[src/hdl/vlmirq_pkg.sv]
// package: register map, field layout and codes of the level monitor irq
`default_nettype none
package vlmirq_pkg;
  // ********************************************************************
  // register indices (byte address is four times the index)
  // ********************************************************************
  localparam logic [7:0] IDX_MARGIN_CTRL = 8'h08; // margin select reg
  localparam logic [7:0] IDX_IRQ_CTRL = 8'h09; // enable and crossing select
  localparam logic [7:0] IDX_IRQ_FLAGS = 8'h0A; // sticky monitor flag
  localparam logic [7:0] IDX_LEVEL_STAT = 8'h0B; // below-threshold status

  // ********************************************************************
  // field positions
  // ********************************************************************
  localparam int IE_BIT = 0; // monitor_irq_enable
  localparam int CFG_LSB = 1; // crossing_select low bit
  localparam int CFG_MSB = 2; // crossing_select high bit
  localparam int FLAG_BIT = 0; // monitor_irq_flag
  localparam int STAT_BIT = 0; // below_threshold_status
  localparam int MARGIN_LSB = 0; // monitor_margin_select low bit
  localparam int MARGIN_MSB = 1; // monitor_margin_select high bit

  // ********************************************************************
  // reset values
  // ********************************************************************
  localparam logic [7:0] RST_MARGIN_CTRL = 8'h00;
  localparam logic [7:0] RST_IRQ_CTRL = 8'h00;
  localparam logic [7:0] RST_IRQ_FLAGS = 8'h00;
  localparam logic [7:0] RST_LEVEL_STAT = 8'h00;

  // ********************************************************************
  // codes
  // ********************************************************************
  localparam logic [1:0] CROSS_FALL = 2'h0; // supply falls through level
  localparam logic [1:0] CROSS_RISE = 2'h1; // supply rises through level
  localparam logic [1:0] CROSS_BOTH = 2'h2; // either direction
  localparam logic [1:0] MARGIN_5PCT = 2'h0; // 5% above brownout level
  localparam logic [1:0] MARGIN_15PCT = 2'h1; // 15% above brownout level
  localparam logic [1:0] MARGIN_25PCT = 2'h2; // 25% above brownout level
  localparam logic [1:0] RESP_OKAY = 2'h0; // axi okay
  localparam logic [1:0] RESP_SLVERR = 2'h2; // axi slave error

  // trigger decode: reserved select codes never trigger
  function automatic logic crossing_match(input logic [1:0] sel,
                                          input logic fall,
                                          input logic rise);
    logic hit;
    hit = 1'b0;
    case (sel)
      CROSS_FALL: hit = fall;
      CROSS_RISE: hit = rise;
      CROSS_BOTH: hit = fall | rise;
      default: hit = 1'b0;
    endcase
    return hit;
  endfunction
endpackage
`default_nettype wire

[src/hdl/vlmirq_mon_if.sv]
// interface: level and crossing signals between register file and detector
`default_nettype none
interface vlmirq_mon_if;
  logic below_level; // synchronised comparator level, 1 = below
  logic detector_on; // brownout detector enabled
  logic [1:0] crossing_select; // trigger direction
  logic crossing_event; // one-cycle pulse on a matching crossing
  modport mon (
    input below_level,
    input detector_on,
    input crossing_select,
    output crossing_event
  );
  modport ctl (
    output below_level,
    output detector_on,
    output crossing_select,
    input crossing_event
  );
endinterface
`default_nettype wire

[src/hdl/vlmirq_top.sv]
// module: axi4-lite register file and interrupt of the level monitor
//
// Functional notes
// - crossing select: 0 fall, 1 rise, 2 both
// - enable bit 0 gates the interrupt request
// - matching crossing sets the monitor flag
// - flag only sets while detector enabled
// - status reads 1 below threshold, 0 above
// - request high while flag and enable set
// - margin select: 5, 15, 25 percent
//
// Chosen here: the AXI4-Lite slave port.
`default_nettype none
module vlmirq_top (
  input wire logic aclk,
  input wire logic aresetn,
  // axi4-lite write address
  input wire logic [31:0] s_axi_awaddr,
  input wire logic [2:0] s_axi_awprot,
  input wire logic s_axi_awvalid,
  output logic s_axi_awready,
  // axi4-lite write data
  input wire logic [31:0] s_axi_wdata,
  input wire logic [3:0] s_axi_wstrb,
  input wire logic s_axi_wvalid,
  output logic s_axi_wready,
  // axi4-lite write response
  output logic [1:0] s_axi_bresp,
  output logic s_axi_bvalid,
  input wire logic s_axi_bready,
  // axi4-lite read address
  input wire logic [31:0] s_axi_araddr,
  input wire logic [2:0] s_axi_arprot,
  input wire logic s_axi_arvalid,
  output logic s_axi_arready,
  // axi4-lite read data
  output logic [31:0] s_axi_rdata,
  output logic [1:0] s_axi_rresp,
  output logic s_axi_rvalid,
  input wire logic s_axi_rready,
  // monitor side
  input wire logic below_threshold_raw,
  input wire logic brownout_detector_enable,
  output logic [1:0] monitor_margin_select,
  output logic irq
);
  import vlmirq_pkg::*;

  // ********************************************************************
  // address decode
  // ********************************************************************
  // full-word compare: aliases above the map are refused, not folded
  function automatic logic is_reg(input logic [31:0] addr,
                                  input logic [7:0] idx);
    logic hit;
    hit = (addr == {22'h000000, idx, 2'b00});
    return hit;
  endfunction

  // ********************************************************************
  // state
  // ********************************************************************
  logic sync1_q; // first stage, read only by sync2_q
  logic sync2_q; // synchronised below-threshold level
  logic ie_q; // monitor_irq_enable
  logic ie_d;
  logic [1:0] cfg_q; // crossing_select
  logic [1:0] cfg_d;
  logic [1:0] margin_q; // monitor_margin_select
  logic [1:0] margin_d;
  logic flag_q; // monitor_irq_flag
  logic flag_d;
  logic irq_q; // registered request
  logic awready_q; // write address and data taken together
  logic bvalid_q;
  logic [1:0] bresp_q;
  logic arready_q;
  logic rvalid_q;
  logic [1:0] rresp_q;
  logic [31:0] rdata_q;

  // ********************************************************************
  // write channel decode
  // ********************************************************************
  logic wr_go_w; // both write channels offered, slave idle
  logic wr_fire_w; // write lands at this edge
  logic wr_lane0_w; // low byte lane enabled
  logic hit_margin_w;
  logic hit_ctrl_w;
  logic hit_flags_w;
  logic hit_stat_w;
  logic wr_mapped_w;
  logic wr_margin_w;
  logic wr_ctrl_w;
  logic wr_flags_w;
  logic flag_clr_w;
  logic [1:0] new_margin_w;
  logic margin_ok_w; // written code is not reserved

  assign wr_go_w = s_axi_awvalid & s_axi_wvalid & ~awready_q & ~bvalid_q;
  assign wr_fire_w = awready_q & s_axi_awvalid & s_axi_wvalid;
  assign wr_lane0_w = s_axi_wstrb[0];
  assign hit_margin_w = is_reg(s_axi_awaddr, IDX_MARGIN_CTRL);
  assign hit_ctrl_w = is_reg(s_axi_awaddr, IDX_IRQ_CTRL);
  assign hit_flags_w = is_reg(s_axi_awaddr, IDX_IRQ_FLAGS);
  assign hit_stat_w = is_reg(s_axi_awaddr, IDX_LEVEL_STAT);
  assign wr_mapped_w = hit_margin_w | hit_ctrl_w | hit_flags_w | hit_stat_w;
  assign wr_margin_w = wr_fire_w & hit_margin_w & wr_lane0_w;
  assign wr_ctrl_w = wr_fire_w & hit_ctrl_w & wr_lane0_w;
  assign wr_flags_w = wr_fire_w & hit_flags_w & wr_lane0_w;
  assign new_margin_w = s_axi_wdata[MARGIN_MSB:MARGIN_LSB];
  // a reserved margin code would leave the analog level undefined
  assign margin_ok_w = (new_margin_w == MARGIN_5PCT) |
                       (new_margin_w == MARGIN_15PCT) |
                       (new_margin_w == MARGIN_25PCT);

  // ********************************************************************
  // register next values
  // ********************************************************************
  vlmirq_mon_if mon_if ();

  assign margin_d = (wr_margin_w & margin_ok_w) ?
                    new_margin_w : margin_q;
  assign ie_d = wr_ctrl_w ? s_axi_wdata[IE_BIT] : ie_q;
  assign cfg_d = wr_ctrl_w ?
                 s_axi_wdata[CFG_MSB:CFG_LSB] : cfg_q;
  // only a one clears; a zero leaves the flag alone
  assign flag_clr_w = wr_flags_w & s_axi_wdata[FLAG_BIT];
  // a crossing in the clearing cycle wins, so no event is lost
  assign flag_d = (flag_q & ~flag_clr_w) |
                  mon_if.crossing_event;

  // ********************************************************************
  // crossing detector
  // ********************************************************************
  assign mon_if.below_level = sync2_q;
  assign mon_if.detector_on = brownout_detector_enable;
  assign mon_if.crossing_select = cfg_q;

  vlmirq_edge u_edge (
    .aclk(aclk),
    .aresetn(aresetn),
    .mon(mon_if.mon)
  );

  // ********************************************************************
  // read channel decode
  // ********************************************************************
  logic rd_go_w;
  logic rd_fire_w;
  logic rd_margin_w;
  logic rd_ctrl_w;
  logic rd_flags_w;
  logic rd_stat_w;
  logic rd_mapped_w;
  logic [31:0] rd_data_w;

  assign rd_go_w = s_axi_arvalid & ~arready_q & ~rvalid_q;
  assign rd_fire_w = arready_q & s_axi_arvalid;
  assign rd_margin_w = is_reg(s_axi_araddr, IDX_MARGIN_CTRL);
  assign rd_ctrl_w = is_reg(s_axi_araddr, IDX_IRQ_CTRL);
  assign rd_flags_w = is_reg(s_axi_araddr, IDX_IRQ_FLAGS);
  assign rd_stat_w = is_reg(s_axi_araddr, IDX_LEVEL_STAT);
  assign rd_mapped_w = rd_margin_w | rd_ctrl_w | rd_flags_w | rd_stat_w;
  // status is shown even with the detector off; software must ignore it
  assign rd_data_w =
    rd_margin_w ? {30'h00000000, margin_q} :
    rd_ctrl_w ? {29'h00000000, cfg_q, ie_q} :
    rd_flags_w ? {31'h00000000, flag_q} :
    rd_stat_w ? {31'h00000000, sync2_q} :
    32'h00000000;

  // ********************************************************************
  // processes
  // ********************************************************************
  // two-stage synchroniser for the comparator pin
  always_ff @(posedge aclk) begin
    if (!aresetn) begin
      sync1_q <= 1'b0;
      sync2_q <= 1'b0;
    end else begin
      sync1_q <= below_threshold_raw;
      sync2_q <= sync1_q;
    end
  end

  // control and flag registers
  always_ff @(posedge aclk) begin
    if (!aresetn) begin
      margin_q <= RST_MARGIN_CTRL[MARGIN_MSB:MARGIN_LSB];
      ie_q <= RST_IRQ_CTRL[IE_BIT];
      cfg_q <= RST_IRQ_CTRL[CFG_MSB:CFG_LSB];
      flag_q <= RST_IRQ_FLAGS[FLAG_BIT];
    end else begin
      margin_q <= margin_d;
      ie_q <= ie_d;
      cfg_q <= cfg_d;
      flag_q <= flag_d;
    end
  end

  // request stays high until the flag is cleared or masked
  always_ff @(posedge aclk) begin
    if (!aresetn) begin
      irq_q <= 1'b0;
    end else begin
      irq_q <= flag_q & ie_q;
    end
  end

  // write handshake: ready pulses one cycle, then response
  always_ff @(posedge aclk) begin
    if (!aresetn) begin
      awready_q <= 1'b0;
      bvalid_q <= 1'b0;
      bresp_q <= RESP_OKAY;
    end else begin
      awready_q <= wr_go_w;
      if (wr_fire_w) begin
        bvalid_q <= 1'b1;
        bresp_q <= wr_mapped_w ? RESP_OKAY : RESP_SLVERR;
      end else if (bvalid_q && s_axi_bready) begin
        bvalid_q <= 1'b0;
      end
    end
  end

  // read handshake: data captured at the address edge
  always_ff @(posedge aclk) begin
    if (!aresetn) begin
      arready_q <= 1'b0;
      rvalid_q <= 1'b0;
      rresp_q <= RESP_OKAY;
      rdata_q <= 32'h00000000;
    end else begin
      arready_q <= rd_go_w;
      if (rd_fire_w) begin
        rvalid_q <= 1'b1;
        rresp_q <= rd_mapped_w ? RESP_OKAY : RESP_SLVERR;
        rdata_q <= rd_data_w;
      end else if (rvalid_q && s_axi_rready) begin
        rvalid_q <= 1'b0;
      end
    end
  end

  // ********************************************************************
  // outputs
  // ********************************************************************
  assign s_axi_awready = awready_q;
  assign s_axi_wready = awready_q;
  assign s_axi_bvalid = bvalid_q;
  assign s_axi_bresp = bresp_q;
  assign s_axi_arready = arready_q;
  assign s_axi_rvalid = rvalid_q;
  assign s_axi_rresp = rresp_q;
  assign s_axi_rdata = rdata_q;
  assign monitor_margin_select = margin_q;
  assign irq = irq_q;
endmodule
`default_nettype wire

[src/hdl/vlmirq_edge.sv]
// module: crossing detector of the voltage level monitor
`default_nettype none
module vlmirq_edge (
  input wire logic aclk,
  input wire logic aresetn,
  vlmirq_mon_if.mon mon
);
  import vlmirq_pkg::*;

  // ********************************************************************
  // edge detection
  // ********************************************************************
  logic prev_q; // level seen last cycle
  logic prev_d;
  logic fall_w; // supply dropped below the level
  logic rise_w; // supply came back above the level
  logic hit_w;

  // tracks the level even while off, so enabling gives no false edge
  assign prev_d = mon.below_level;
  assign fall_w = mon.below_level & ~prev_q;
  assign rise_w = ~mon.below_level & prev_q;
  assign hit_w = crossing_match(mon.crossing_select,
                                fall_w, rise_w);
  // no event while the detector is off, so the flag holds
  assign mon.crossing_event = hit_w & mon.detector_on;

  // previous-level register
  always_ff @(posedge aclk) begin
    if (!aresetn) begin
      prev_q <= 1'b0;
    end else begin
      prev_q <= prev_d;
    end
  end
endmodule
`default_nettype wire

[config.mk]
export PLATFORM = sky130hd
export DESIGN_NAME = vlmirq_top
export DESIGN_NICKNAME = d
export VERILOG_FILES = /design/src/hdl/vlmirq_pkg.sv /design/src/hdl/vlmirq_mon_if.sv /design/src/hdl/vlmirq_top.sv /design/src/hdl/vlmirq_edge.sv
export SDC_FILE = /design/constraint.sdc
export NUM_CORES = 1
export LEC_CHECK = 0
export BUFFER_PORTS_ARGS = -buffer_cell sky130_fd_sc_hd__buf_2
export CAP_MARGIN = 10
export CORE_MARGIN = 4
export CORE_UTILIZATION = 32
export DETAILED_ROUTE_END_ITERATION = 8
export GPL_TIMING_DRIVEN = 0
export PLACE_DENSITY = 0.8
export SYNTH_ARGS = -nofsm -noshare
export SYNTH_HDL_FRONTEND = slang
export SYNTH_SLANG_ARGS = --single-unit
[constraint.sdc]
create_clock -name aclk -period 2.2 [get_ports aclk]
set_clock_uncertainty 0.15 [all_clocks]
set_input_delay 0.11 -clock aclk [delete_from_list [all_inputs] [get_ports aclk]]
set_output_delay 0.11 -clock aclk [all_outputs]
set_load 0.005 [all_outputs]
==> reports/qor.yml, run 1 <==
outcome:
  outcome: "finished clean"
power:
  vdd_ir_drop_max_mv: 0.204
  clockPowerShare_pct: 29.9
  total_leakage_power_nw: 1.03
  internal_power_uw: 594
  net_switching_power_of_the_design_uw: 178
  seq_power_share_pct: 46.1
  p_per_area_mw_per_mm2: 382
  sw_frac_of_total_pct: 23.1
  totalPowerFinal_uw: 772
  power_frac_comb_pct: 24.0
logic_synthesis:
  synth_area_per_cell_um2: 8.91
  synth_cell_types: 33
  syn_area_mm2: 0.00126
  yosysWarningCount: 0
  ys_seq_area_share_pct: 30.3
  ys_ff_latch: 19
  syn-instance-count: 141
clocking:
  clock_path_buffers: 2
  tritoncts: "built"
  clk_latency_ns: 0.25
  tritoncts_num_sinks: 19
  clk_root_buffer_cell: "sky130_fd_sc_hd__clkbuf_8"
  post_cts_buffers: 0
  htreeDepth: 1
  cts_inserted_buffers: 3
  clkSlewWorstSetupHoldPaths_ns: 0.06
  cts_hold_buffers: 10
  cts_resized: 0
final_layout:
  post_route_cells_drive_above_1_share_pct: 50.4
  num-nets-final: 392
  synthToLayoutAreaGrowth_pct: 60.8
  largest_reg_flops: 3
  antenna_cells_inserted: 0
  layout.core_utilization_pct: 54.3
routing:
  post_drt_wl_per_cell_um: 10.7
  drt_first_iter_violations: 25
  drt_pre_antenna_iters: 4
  route.met3.wl_um: 363
  drcViolationCount: 0
  dr_total_vias: 1353
  dr_wl_met2_mm: 1.74
  post_detailed_route_count_of_antenna_violating_nets: 0
  met1Wirelength_mm: 1.33
  detail_route.wirelength_mm: 3.45
  top_signal_layer_used: "met4"
  vias_per_cell: 4.20
worst_setup_path:
  crit_path_top_delay_cell: "sky130_fd_sc_hd__dlygate4sd3_1"
  biggest_fanout_along_the_worst_timing_path: 6
  worstPathBufferInverterCount: 2
  timing.critical_path.to_type: "flip-flop"
  cp_top_family: "simple AND/OR/NAND/NOR gates"
  critical_path.startpoint_type: "primary input"
  cpMostUsedCell: "sky130_fd_sc_hd__nor3_1"
  worst-endpoint-arrival_ns: 1.78
  path_cells: "dlygate4sd3_1, buf_2, nand3_1, or4_1, nor3_1, nor3_1"
  critPathKind: "primary input to flip-flop"
  cp.required_ns: 2.17
  cpPeakStageDelay_ns: 0.52
floorplan:
  coreArea_mm2: 0.00372
  initial_core_util_pct: 33.8
  fp.dieArea_mm2: 0.00499
  die_span_y_um: 70.7
  ioPinCount: 159
  num_rows: 22
  dieWidth_um: 70.7
global_route:
  grt_start_max_net_pins: 11
  global_route.usage.total_pct: 13.4
  grt_pass1_vias: 1361
  global_route_wire_length_before_repair_mm: 5.58
  overflow: 0
  grt_antenna_before_repair: 0
timing:
  timing.final.crit_period_ns: 1.81
  setup_repair_after_global_routing_missed_its_margin: "false"
  timing.final.crit_share_pct: 82.4
  fmaxAchievable_mhz: 551
  setup-tns-final_ns: 0
  finalMaxSlewViolations: 0
  finalHoldViolations: 0
  setup_viol_count_final: 0
run:
  max_cap_viol_count: 0
placement:
  place.port_buffers: 89
  gp_congestion: 0.701
  place.detailed.hpwl_mm: 3.05
hold_path:
  worst_hold_path_type: "primary input to flip-flop"
## metal layers
layer,vias to the layer above,track usage (%)
met2,60,25.6
met4,0,2.51
met3,2,4.69
met1,576,14.3
met5,-,0
li1,715,-
## power groups by stage
stage                     clock network (mW)  registers (mW)  logic, mW
after floorplan                            0           0.363     0.0833
after global placement                     0           0.363      0.166
after detailed placement                   0           0.364      0.169
after CTS                              0.243           0.356      0.183
after global routing                   0.255           0.357      0.208
final                                  0.231           0.356      0.185
## path summary, 6_finish.rpt
kind / startpoint / end / slack (ns) / cells past startpoint
worst min register to register: sync1_q / mon_if.below_level / 0.28 / 1
worst min-delay path: s_axi_arvalid / s_axi_arready / 0.01 / 2
worst max-delay path: s_axi_awvalid / monitor_margin_select[0] / 0.39 / 6
worst max register to register: s_axi_awready / monitor_margin_select[0] / 0.43 / 4
## area by class of cell
| cell class | count | area, µm² |
|---|---|---|
| Fill cell | 369 | 1700 |
| Multi-Input combinational cell | 114 | 726 |
| Timing Repair Buffer | 99 | 546 |
| Sequential cell | 19 | 380 |
| Buffer | 34 | 248 |
| Tap cell | 48 | 60.1 |
| Clock buffer | 4 | 45.0 |
| Inverter | 4 | 15.0 |
## worst register-to-register path, delay by kind of cell, from the launching register on
kind             cells  cell delay (ns)
and+or+nand+nor      4             1.07
DFF                  1             0.41
## cell usage in the layout, fill, tap and decap left out, drive strengths merged
master | synthesis | routed
o21a | 1 | 1
and4bb | 1 | 1
mux2i | 5 | 5
nand2b | 3 | 3
a31oi | 3 | 3
dlygate4sd3 | 0 | 10
nand3 | 1 | 1
and4 | 2 | 2
inv | 4 | 4
ha | 2 | 2
nand2 | 14 | 14
nor2 | 6 | 6
nor4 | 15 | 15
nand3b | 1 | 1
clkbuf | 2 | 6
dfxtp | 19 | 19
nor3 | 5 | 5
o31a | 1 | 1
or4 | 3 | 3
mux4 | 1 | 1
and2 | 2 | 2
or3 | 1 | 1
conb | 1 | 31
nand4 | 4 | 4
nor4b | 3 | 3
a21oi | 6 | 6
o311ai | 1 | 1
o21ai | 1 | 1
and3 | 1 | 1
buf | 32 | 121
## cells in the mapped netlist
cell                        n  area (µm²)
sky130_fd_sc_hd__a21oi_1    6        30.0
sky130_fd_sc_hd__a31oi_1    3        18.8
sky130_fd_sc_hd__and2_1     2        12.5
sky130_fd_sc_hd__and3_1     1        6.26
sky130_fd_sc_hd__and4_1     2        17.5
sky130_fd_sc_hd__and4bb_2   1        12.5
sky130_fd_sc_hd__buf_4     32         240
sky130_fd_sc_hd__clkbuf_1   2        7.51
sky130_fd_sc_hd__conb_1     1        3.75
sky130_fd_sc_hd__dfxtp_1   19         380
sky130_fd_sc_hd__ha_1       2        25.0
sky130_fd_sc_hd__inv_1      4        15.0
sky130_fd_sc_hd__mux2i_1    5        50.1
sky130_fd_sc_hd__mux4_2     1        22.5
sky130_fd_sc_hd__nand2_1   14        52.6
sky130_fd_sc_hd__nand2b_1   3        18.8
sky130_fd_sc_hd__nand3_1    1        5.00
sky130_fd_sc_hd__nand3b_1   1        7.51
sky130_fd_sc_hd__nand4_1    3        18.8
sky130_fd_sc_hd__nand4_2    1        12.5
sky130_fd_sc_hd__nor2_1     6        22.5
sky130_fd_sc_hd__nor3_1     5        25.0
sky130_fd_sc_hd__nor4_1     7        43.8
sky130_fd_sc_hd__nor4_2     7        87.6
sky130_fd_sc_hd__nor4_4     1        21.3
sky130_fd_sc_hd__nor4b_1    1        8.76
sky130_fd_sc_hd__nor4b_2    2        30.0
sky130_fd_sc_hd__o21a_1     1        7.51
sky130_fd_sc_hd__o21ai_0    1        5.00
sky130_fd_sc_hd__o311ai_0   1        8.76
sky130_fd_sc_hd__o31a_2     1        10.0
sky130_fd_sc_hd__or3_1      1        6.26
sky130_fd_sc_hd__or4_1      3        22.5
## logic make-up after synthesis
logic type / count (synthesis) / synth area share, %
compound gates: 13 / 6.37
fa+ha+maj: 2 / 1.99
simple gates: 62 / 34.4
mux: 6 / 5.78
other cells: 1 / 0.299
flops: 19 / 30.3
buf+inv: 38 / 20.9
## metrics by stage
stage | hold WS [ns] | setup WS (ns) | cell area (µm²) | std cells
floorplan | 0.0794 | 0.597 | 1370 | 171
global placement | 0.169 | 0.475 | 1870 | 308
detailed placement | 0.175 | 0.446 | 1870 | 308
CTS | 0.00663 | 0.387 | 2020 | 322
global route | 0.0139 | 0.246 | 2020 | 322
finish | 0.0108 | 0.386 | 2020 | 322
Power figures use the tool's default switching activity.
==> inputs of run 2 (changes only) <==
clock period = 1.8 ns   (was 2.2 ns; I/O delays follow)
==> run 2 against run 1 <==
Sequential power grew 22%. Die area did not move. Clock power rose by 23%. Wire length up 1.2%. First-iteration DRC count rose by 20%. Flip-flop and latch count is the same. Largest cell class unchanged.
==> reports/qor.yml, run 2 (same netlist as run 1, synthesis figures left out) <==
outcome:
  outcome: "finished clean"
hold_path:
  worst_hold_path_type: "primary input to flip-flop"
  hold_start: "s_axi_wvalid"
  holdPathStages: 3  # +1
  min_delay_worst_endpoint: "s_axi_bresp[1]"
clocking:
  tritoncts_num_sinks: 19  # unchanged
  clkSlewWorstSetupHoldPaths_ns: 0.06  # about the same
  tritoncts: "built"
  cts_inserted_buffers: 3  # unchanged
  clk_latency_ns: 0.25  # about the same
  clock_path_buffers: 2  # unchanged
  htreeDepth: 1  # unchanged
  clk_root_buffer_cell: "sky130_fd_sc_hd__clkbuf_8"
routing:
  vias_per_cell: 4.22  # +0.50%
  dr_total_vias: 1364  # +0.81%
  detail_route.wirelength_mm: 3.49  # +1.2%
  post_drt_wl_per_cell_um: 10.8  # +0.93%
  post_detailed_route_count_of_antenna_violating_nets: 0  # unchanged
  drcViolationCount: 0  # unchanged
  drt_first_iter_violations: 30  # +20%
  drt_pre_antenna_iters: 4  # unchanged
placement:
  place.detailed.hpwl_mm: 3.05  # unchanged
  gp_congestion: 0.701  # unchanged
  place.port_buffers: 89  # unchanged
  dpl_cell_area_mm2: 0.00187  # unchanged
global_route:
  grt_antenna_before_repair: 0  # unchanged
  grt_start_max_net_pins: 11  # unchanged
  overflow: 0  # unchanged
  global_route.usage.total_pct: 13.6  # +0.23 points
  global_route_wire_length_before_repair_mm: 5.68  # +1.8%
  grt_pass1_vias: 1391  # +2.2%
worst_setup_path:
  cpPeakStageDelay_ns: 0.56  # +0.04 ns
  critical_path.startpoint_type: "flip-flop"
  critPathKind: "flip-flop to flip-flop"
  timing.critical_path.to_type: "flip-flop"
  worstPathBufferInverterCount: 0  # -2
  path_cells: "and4bb_2, nand4_1, or4_1, a21oi_1"
  source_of_the_critical_timing_path: "s_axi_arready"
  reg2reg_setup_slack_ns: 0.14  # -0.29 ns
  timing.reg2reg.worst_path_depth: 4  # unchanged
  cp_top_family: "simple AND/OR/NAND/NOR gates"
  timing.rr.end: "s_axi_rdata[1]"
  crit-reg2reg-launch: "s_axi_arready"
  cp.required_ns: 1.83  # -0.34 ns
  biggest_fanout_along_the_worst_timing_path: 5  # -1
  crit_path_top_delay_cell: "sky130_fd_sc_hd__or4_1"
  worst-endpoint-arrival_ns: 1.69  # -0.09 ns
floorplan:
  initial_core_util_pct: 33.8  # unchanged
  num_rows: 22  # unchanged
  ioPinCount: 159  # unchanged
  die_span_y_um: 70.7  # unchanged
  fp.dieArea_mm2: 0.00499  # unchanged
  dieWidth_um: 70.7  # unchanged
  coreArea_mm2: 0.00372  # unchanged
power:
  vdd_ir_drop_max_mv: 0.249  # +22%
  total_leakage_power_nw: 1.04  # +1.4%
  p_per_area_mw_per_mm2: 465  # +22%
final_layout:
  final.fill_count: 368  # -0.27%
  layout.core_utilization_pct: 55.0  # +0.67 points
  num-nets-final: 393  # +0.26%
  layout.cells.most_common_list: "sky130_fd_sc_hd__buf_2, sky130_fd_sc_hd__buf_4, sky130_fd_sc_hd__conb_1"
  fin_area_mm2: 0.00204  # +1.2%
  post_route_cells_drive_above_1_share_pct: 50.9  # +0.54 points
  antenna_cells_inserted: 0  # unchanged
  synthToLayoutAreaGrowth_pct: 62.7
  final_common_cell: "sky130_fd_sc_hd__buf_2"
  largest_reg_flops: 3  # unchanged
timing:
  setup_viol_count_final: 0  # unchanged
  timing.final.crit_share_pct: 92.1
  setup_repair_after_global_routing_missed_its_margin: "false"
  finalHoldViolations: 0  # unchanged
  setup-tns-final_ns: 0  # unchanged
  finalMaxSlewViolations: 0  # unchanged
  fin_worst_hold_slack_ns: 0.0346  # +0.0238 ns
  timing.final.crit_period_ns: 1.66
  fmaxAchievable_mhz: 603
run:
  max_cap_viol_count: 0  # unchanged
==> run 2: cell types whose count changed in the layout (fill, tap and decap cells not counted), sizes merged <==
| cell | delta |
|---|---|
| buf | -1 |
| dlygate4sd3 | +1 |
| dlymetal6s4s | +1 |
==> run 2: final cells by class <==
cell class / count / area (µm²) / share of cell area, %
repair buffers: 100 / 563 / 27.5
plain buffers: 34 / 248 / 12.1
inverters: 4 / 15.0 / 0.734
flip-flops and latches: 19 / 383 / 18.7
well taps: 48 / 60.1 / 2.94
clock buffers: 4 / 45.0 / 2.20
multi-input cells: 114 / 731 / 35.7
==> run 2: worst min-delay path, cell delays in order <==
cell                      delay, ns
sky130_fd_sc_hd__buf_2         0.11
sky130_fd_sc_hd__a31oi_1       0.08
sky130_fd_sc_hd__nor3_1        0.11
==> run 2: repair_timing <==
item	CTS	global route
endpoints found under the hold margin	13	0
resized for setup	0	4
setup buffers	0	0
endpoints found under the setup margin	0	4
hold buffers	12	0
==> run 2: layer usage <==
metal / share of wire [%] / track usage, % / vias to the layer above
met4: 0.46 / 2.51 / 0
met3: 10 / 4.40 / 2
met2: 51 / 26.3 / 60
li1: - / - / 718
met5: 0 / 0 / -
met1: 39 / 14.5 / 584
==> run 2: how the worst max path moves through the flow <==
stage / end / slack [ns] / depth (start not counted)
final: s_axi_rdata[1] / 0.14 / 4
after global routing: flag_q / 0.05 / 4
after CTS: flag_q / 0.01 / 4
after detailed placement: flag_q / 0.05 / 4
after global placement: monitor_margin_select[0] / 0.08 / 4
after floorplan: monitor_margin_select[0] / 0.20 / 4
==> run 2: power by group <==
part / switching [mW] / internal [mW] / total, mW
Sequential: 0.00607 / 0.430 / 0.436
Clock: 0.127 / 0.157 / 0.284
Combinational: 0.0877 / 0.143 / 0.230
Total: 0.221 / 0.729 / 0.950
==> run 2: metrics by stage <==
stage,setup slack [ns],total power [mW],instances
2_1_floorplan,0.197,0.546,171
4_1_cts,0.0112,0.960,324
6_report,0.142,0.950,323
5_1_grt,0.0535,1.01,323
3_5_place_dp,0.0461,0.651,308
3_3_place_gp,0.0753,0.647,308
==> inputs of run 3 (changes only) <==
HOLD_SLACK_MARGIN = 0.06   (was not set)
==> run 3 against run 2 <==
Die area is the same. Sequential power is essentially flat. Fmax is essentially flat. Final area grew 2.0%. Critical path depth is the same. Clock power is essentially flat. Count of clock-buffer cells in the layout is the same. Total power grew 0.51%. Global-route usage shrank 0.12 points. Via count grew 1.2%. Highest routed layer unchanged.
==> reports/qor.yml, run 3 (same netlist as run 1, synthesis figures left out) <==
outcome:
  outcome: "finished clean"
timing:
  setup_repair_after_global_routing_missed_its_margin: "false"
  fin_worst_hold_slack_ns: 0.0715  # +0.0369 ns
  timing.final.crit_share_pct: 92.2  # about the same
  finalHoldViolations: 0  # unchanged
  timing.final.crit_period_ns: 1.66  # +0.00111 ns
  setup_viol_count_final: 0  # unchanged
  setup-tns-final_ns: 0  # unchanged
  finalMaxSlewViolations: 0  # unchanged
  fmaxAchievable_mhz: 603  # about the same
clocking:
  clk_root_buffer_cell: "sky130_fd_sc_hd__clkbuf_8"
  tritoncts_num_sinks: 19  # unchanged
  tritoncts: "built"
  cts_inserted_buffers: 3  # unchanged
  clkSlewWorstSetupHoldPaths_ns: 0.06  # about the same
  post_cts_buffers: 0  # unchanged
  clk_latency_ns: 0.25  # about the same
  clock_path_buffers: 2  # unchanged
  htreeDepth: 1  # unchanged
routing:
  drt_first_iter_violations: 26  # -13%
  drt_pre_antenna_iters: 4  # unchanged
  post_detailed_route_count_of_antenna_violating_nets: 0  # unchanged
  post_drt_wl_per_cell_um: 10.7  # -0.97%
  drcViolationCount: 0  # unchanged
  detail_route.wirelength_mm: 3.50  # +0.26%
  dr_total_vias: 1381  # +1.2%
  vias_per_cell: 4.22  # about the same
placement:
  place.port_buffers: 89  # unchanged
  gp_congestion: 0.701  # unchanged
  place.detailed.hpwl_mm: 3.05  # unchanged
hold_path:
  min_delay_worst_endpoint: "monitor_margin_select[1]"
  hold_start: "aresetn"
  worst_hold_path_type: "primary input to flip-flop"
  holdPathStages: 4  # +1
power:
  net_switching_power_of_the_design_uw: 223  # +0.84%
  p_per_area_mw_per_mm2: 458  # -1.4%
  clockPowerShare_pct: 30.0  # about the same
  sw_frac_of_total_pct: 23.3  # +0.077 points
  totalPowerFinal_uw: 955  # +0.51%
  seq_power_share_pct: 45.6  # -0.2 points
  internal_power_uw: 732  # +0.41%
  vdd_ir_drop_max_mv: 0.251  # +0.66%
  total_leakage_power_nw: 1.06  # +2.0%
  power_frac_comb_pct: 24.4  # +0.2 points
final_layout:
  largest_reg_flops: 3  # unchanged
  layout.core_utilization_pct: 56.1  # +1.1 points
  synthToLayoutAreaGrowth_pct: 65.9
  layout.cells.most_common_list: "sky130_fd_sc_hd__buf_2, sky130_fd_sc_hd__buf_4, sky130_fd_sc_hd__conb_1"
  post_route_cells_drive_above_1_share_pct: 50.2  # -0.73 points
  antenna_cells_inserted: 0  # unchanged
  final.fill_count: 362  # -1.6%
  num-nets-final: 397  # +1.0%
  final_common_cell: "sky130_fd_sc_hd__buf_2"
worst_setup_path:
  critPathKind: "flip-flop to flip-flop"
  biggest_fanout_along_the_worst_timing_path: 5  # unchanged
  worst-endpoint-arrival_ns: 1.69  # about the same
  timing.critical_path.to_type: "flip-flop"
  crit-reg2reg-launch: "s_axi_arready"
  cp.required_ns: 1.83  # about the same
  critical_path.startpoint_type: "flip-flop"
  timing.reg2reg.worst_path_depth: 4  # unchanged
  reg2reg_setup_slack_ns: 0.14  # about the same
  timing.rr.end: "s_axi_rdata[1]"
floorplan:
  dieWidth_um: 70.7  # unchanged
  ioPinCount: 159  # unchanged
  fp.dieArea_mm2: 0.00499  # unchanged
  die_span_y_um: 70.7  # unchanged
  coreArea_mm2: 0.00372  # unchanged
  initial_core_util_pct: 33.8  # unchanged
  num_rows: 22  # unchanged
global_route:
  grt_pass1_vias: 1385  # -0.43%
  grt_antenna_before_repair: 0  # unchanged
  global_route.usage.total_pct: 13.5  # -0.12 points
  grt_start_max_net_pins: 11  # unchanged
  overflow: 0  # unchanged
  global_route_wire_length_before_repair_mm: 5.64  # -0.72%
run:
  max_cap_viol_count: 0  # unchanged
run 3: cell count changes in the layout (fill, tap and decap cells not counted), sizes merged:
cell,change
dlygate4sd3,+4
run 3: final cells by class:
cell class              count  area, µm²  area share, %
multi-input cells         114        731           35.1
clock buffers               4       45.0           2.16
plain buffers              34        248           11.9
inverters                   4       15.0          0.720
well taps                  48       60.1           2.88
repair buffers            104        603           28.9
flip-flops and latches     19        383           18.4
run 3: worst max-delay path by stage:
stage / slack [ns] / end / from / cells after the start
2_1_floorplan: 0.20 / monitor_margin_select[0] / s_axi_awready / 4
3_3_place_gp: 0.08 / monitor_margin_select[0] / s_axi_awready / 4
3_5_place_dp: 0.05 / flag_q / s_axi_awready / 4
4_1_cts: 0.01 / flag_q / s_axi_awready / 4
5_1_grt: 0.04 / flag_q / s_axi_awready / 4
6_report: 0.14 / s_axi_rdata[1] / s_axi_arready / 4
run 3: per-stage QoR:
step	area, µm²	instances	setup slack [ns]
after floorplan	1370	171	0.197
after global placement	1870	308	0.0753
after detailed placement	1870	308	0.0461
after CTS	2070	327	0.0112
after global routing	2080	327	0.0426
final	2080	327	0.141
run 3: layer usage:
layer | track usage, % | part of all wire, %
met3 | 4.40 | 10
met5 | 0 | 0
met2 | 25.9 | 51
met4 | 2.51 | 0.46
met1 | 14.5 | 39
run 3: what timing repair did:
| action | 4_1_cts | 5_1_grt |
|---|---|---|
| hold endpoints to repair | 14 | 1 |
| endpoints found under the setup margin | 0 | 4 |
| hold buffers | 15 | 1 |
| gates resized for setup | 0 | 4 |
run 3: critical path, stage by stage, from the launching register on:
cell and delay, ns:
sky130_fd_sc_hd__dfxtp_2 0.36, sky130_fd_sc_hd__and4bb_2 0.23, sky130_fd_sc_hd__nand4_1 0.17, sky130_fd_sc_hd__or4_1 0.56, sky130_fd_sc_hd__a21oi_1 0.12
run 3: power groups by stage:
stage,Sequential [mW],Clock (mW),Combinational [mW]
after floorplan,0.444,0,0.102
after global routing,0.437,0.312,0.261
after detailed placement,0.444,0,0.207
after global placement,0.444,0,0.203
after CTS,0.435,0.298,0.230
final,0.436,0.286,0.233
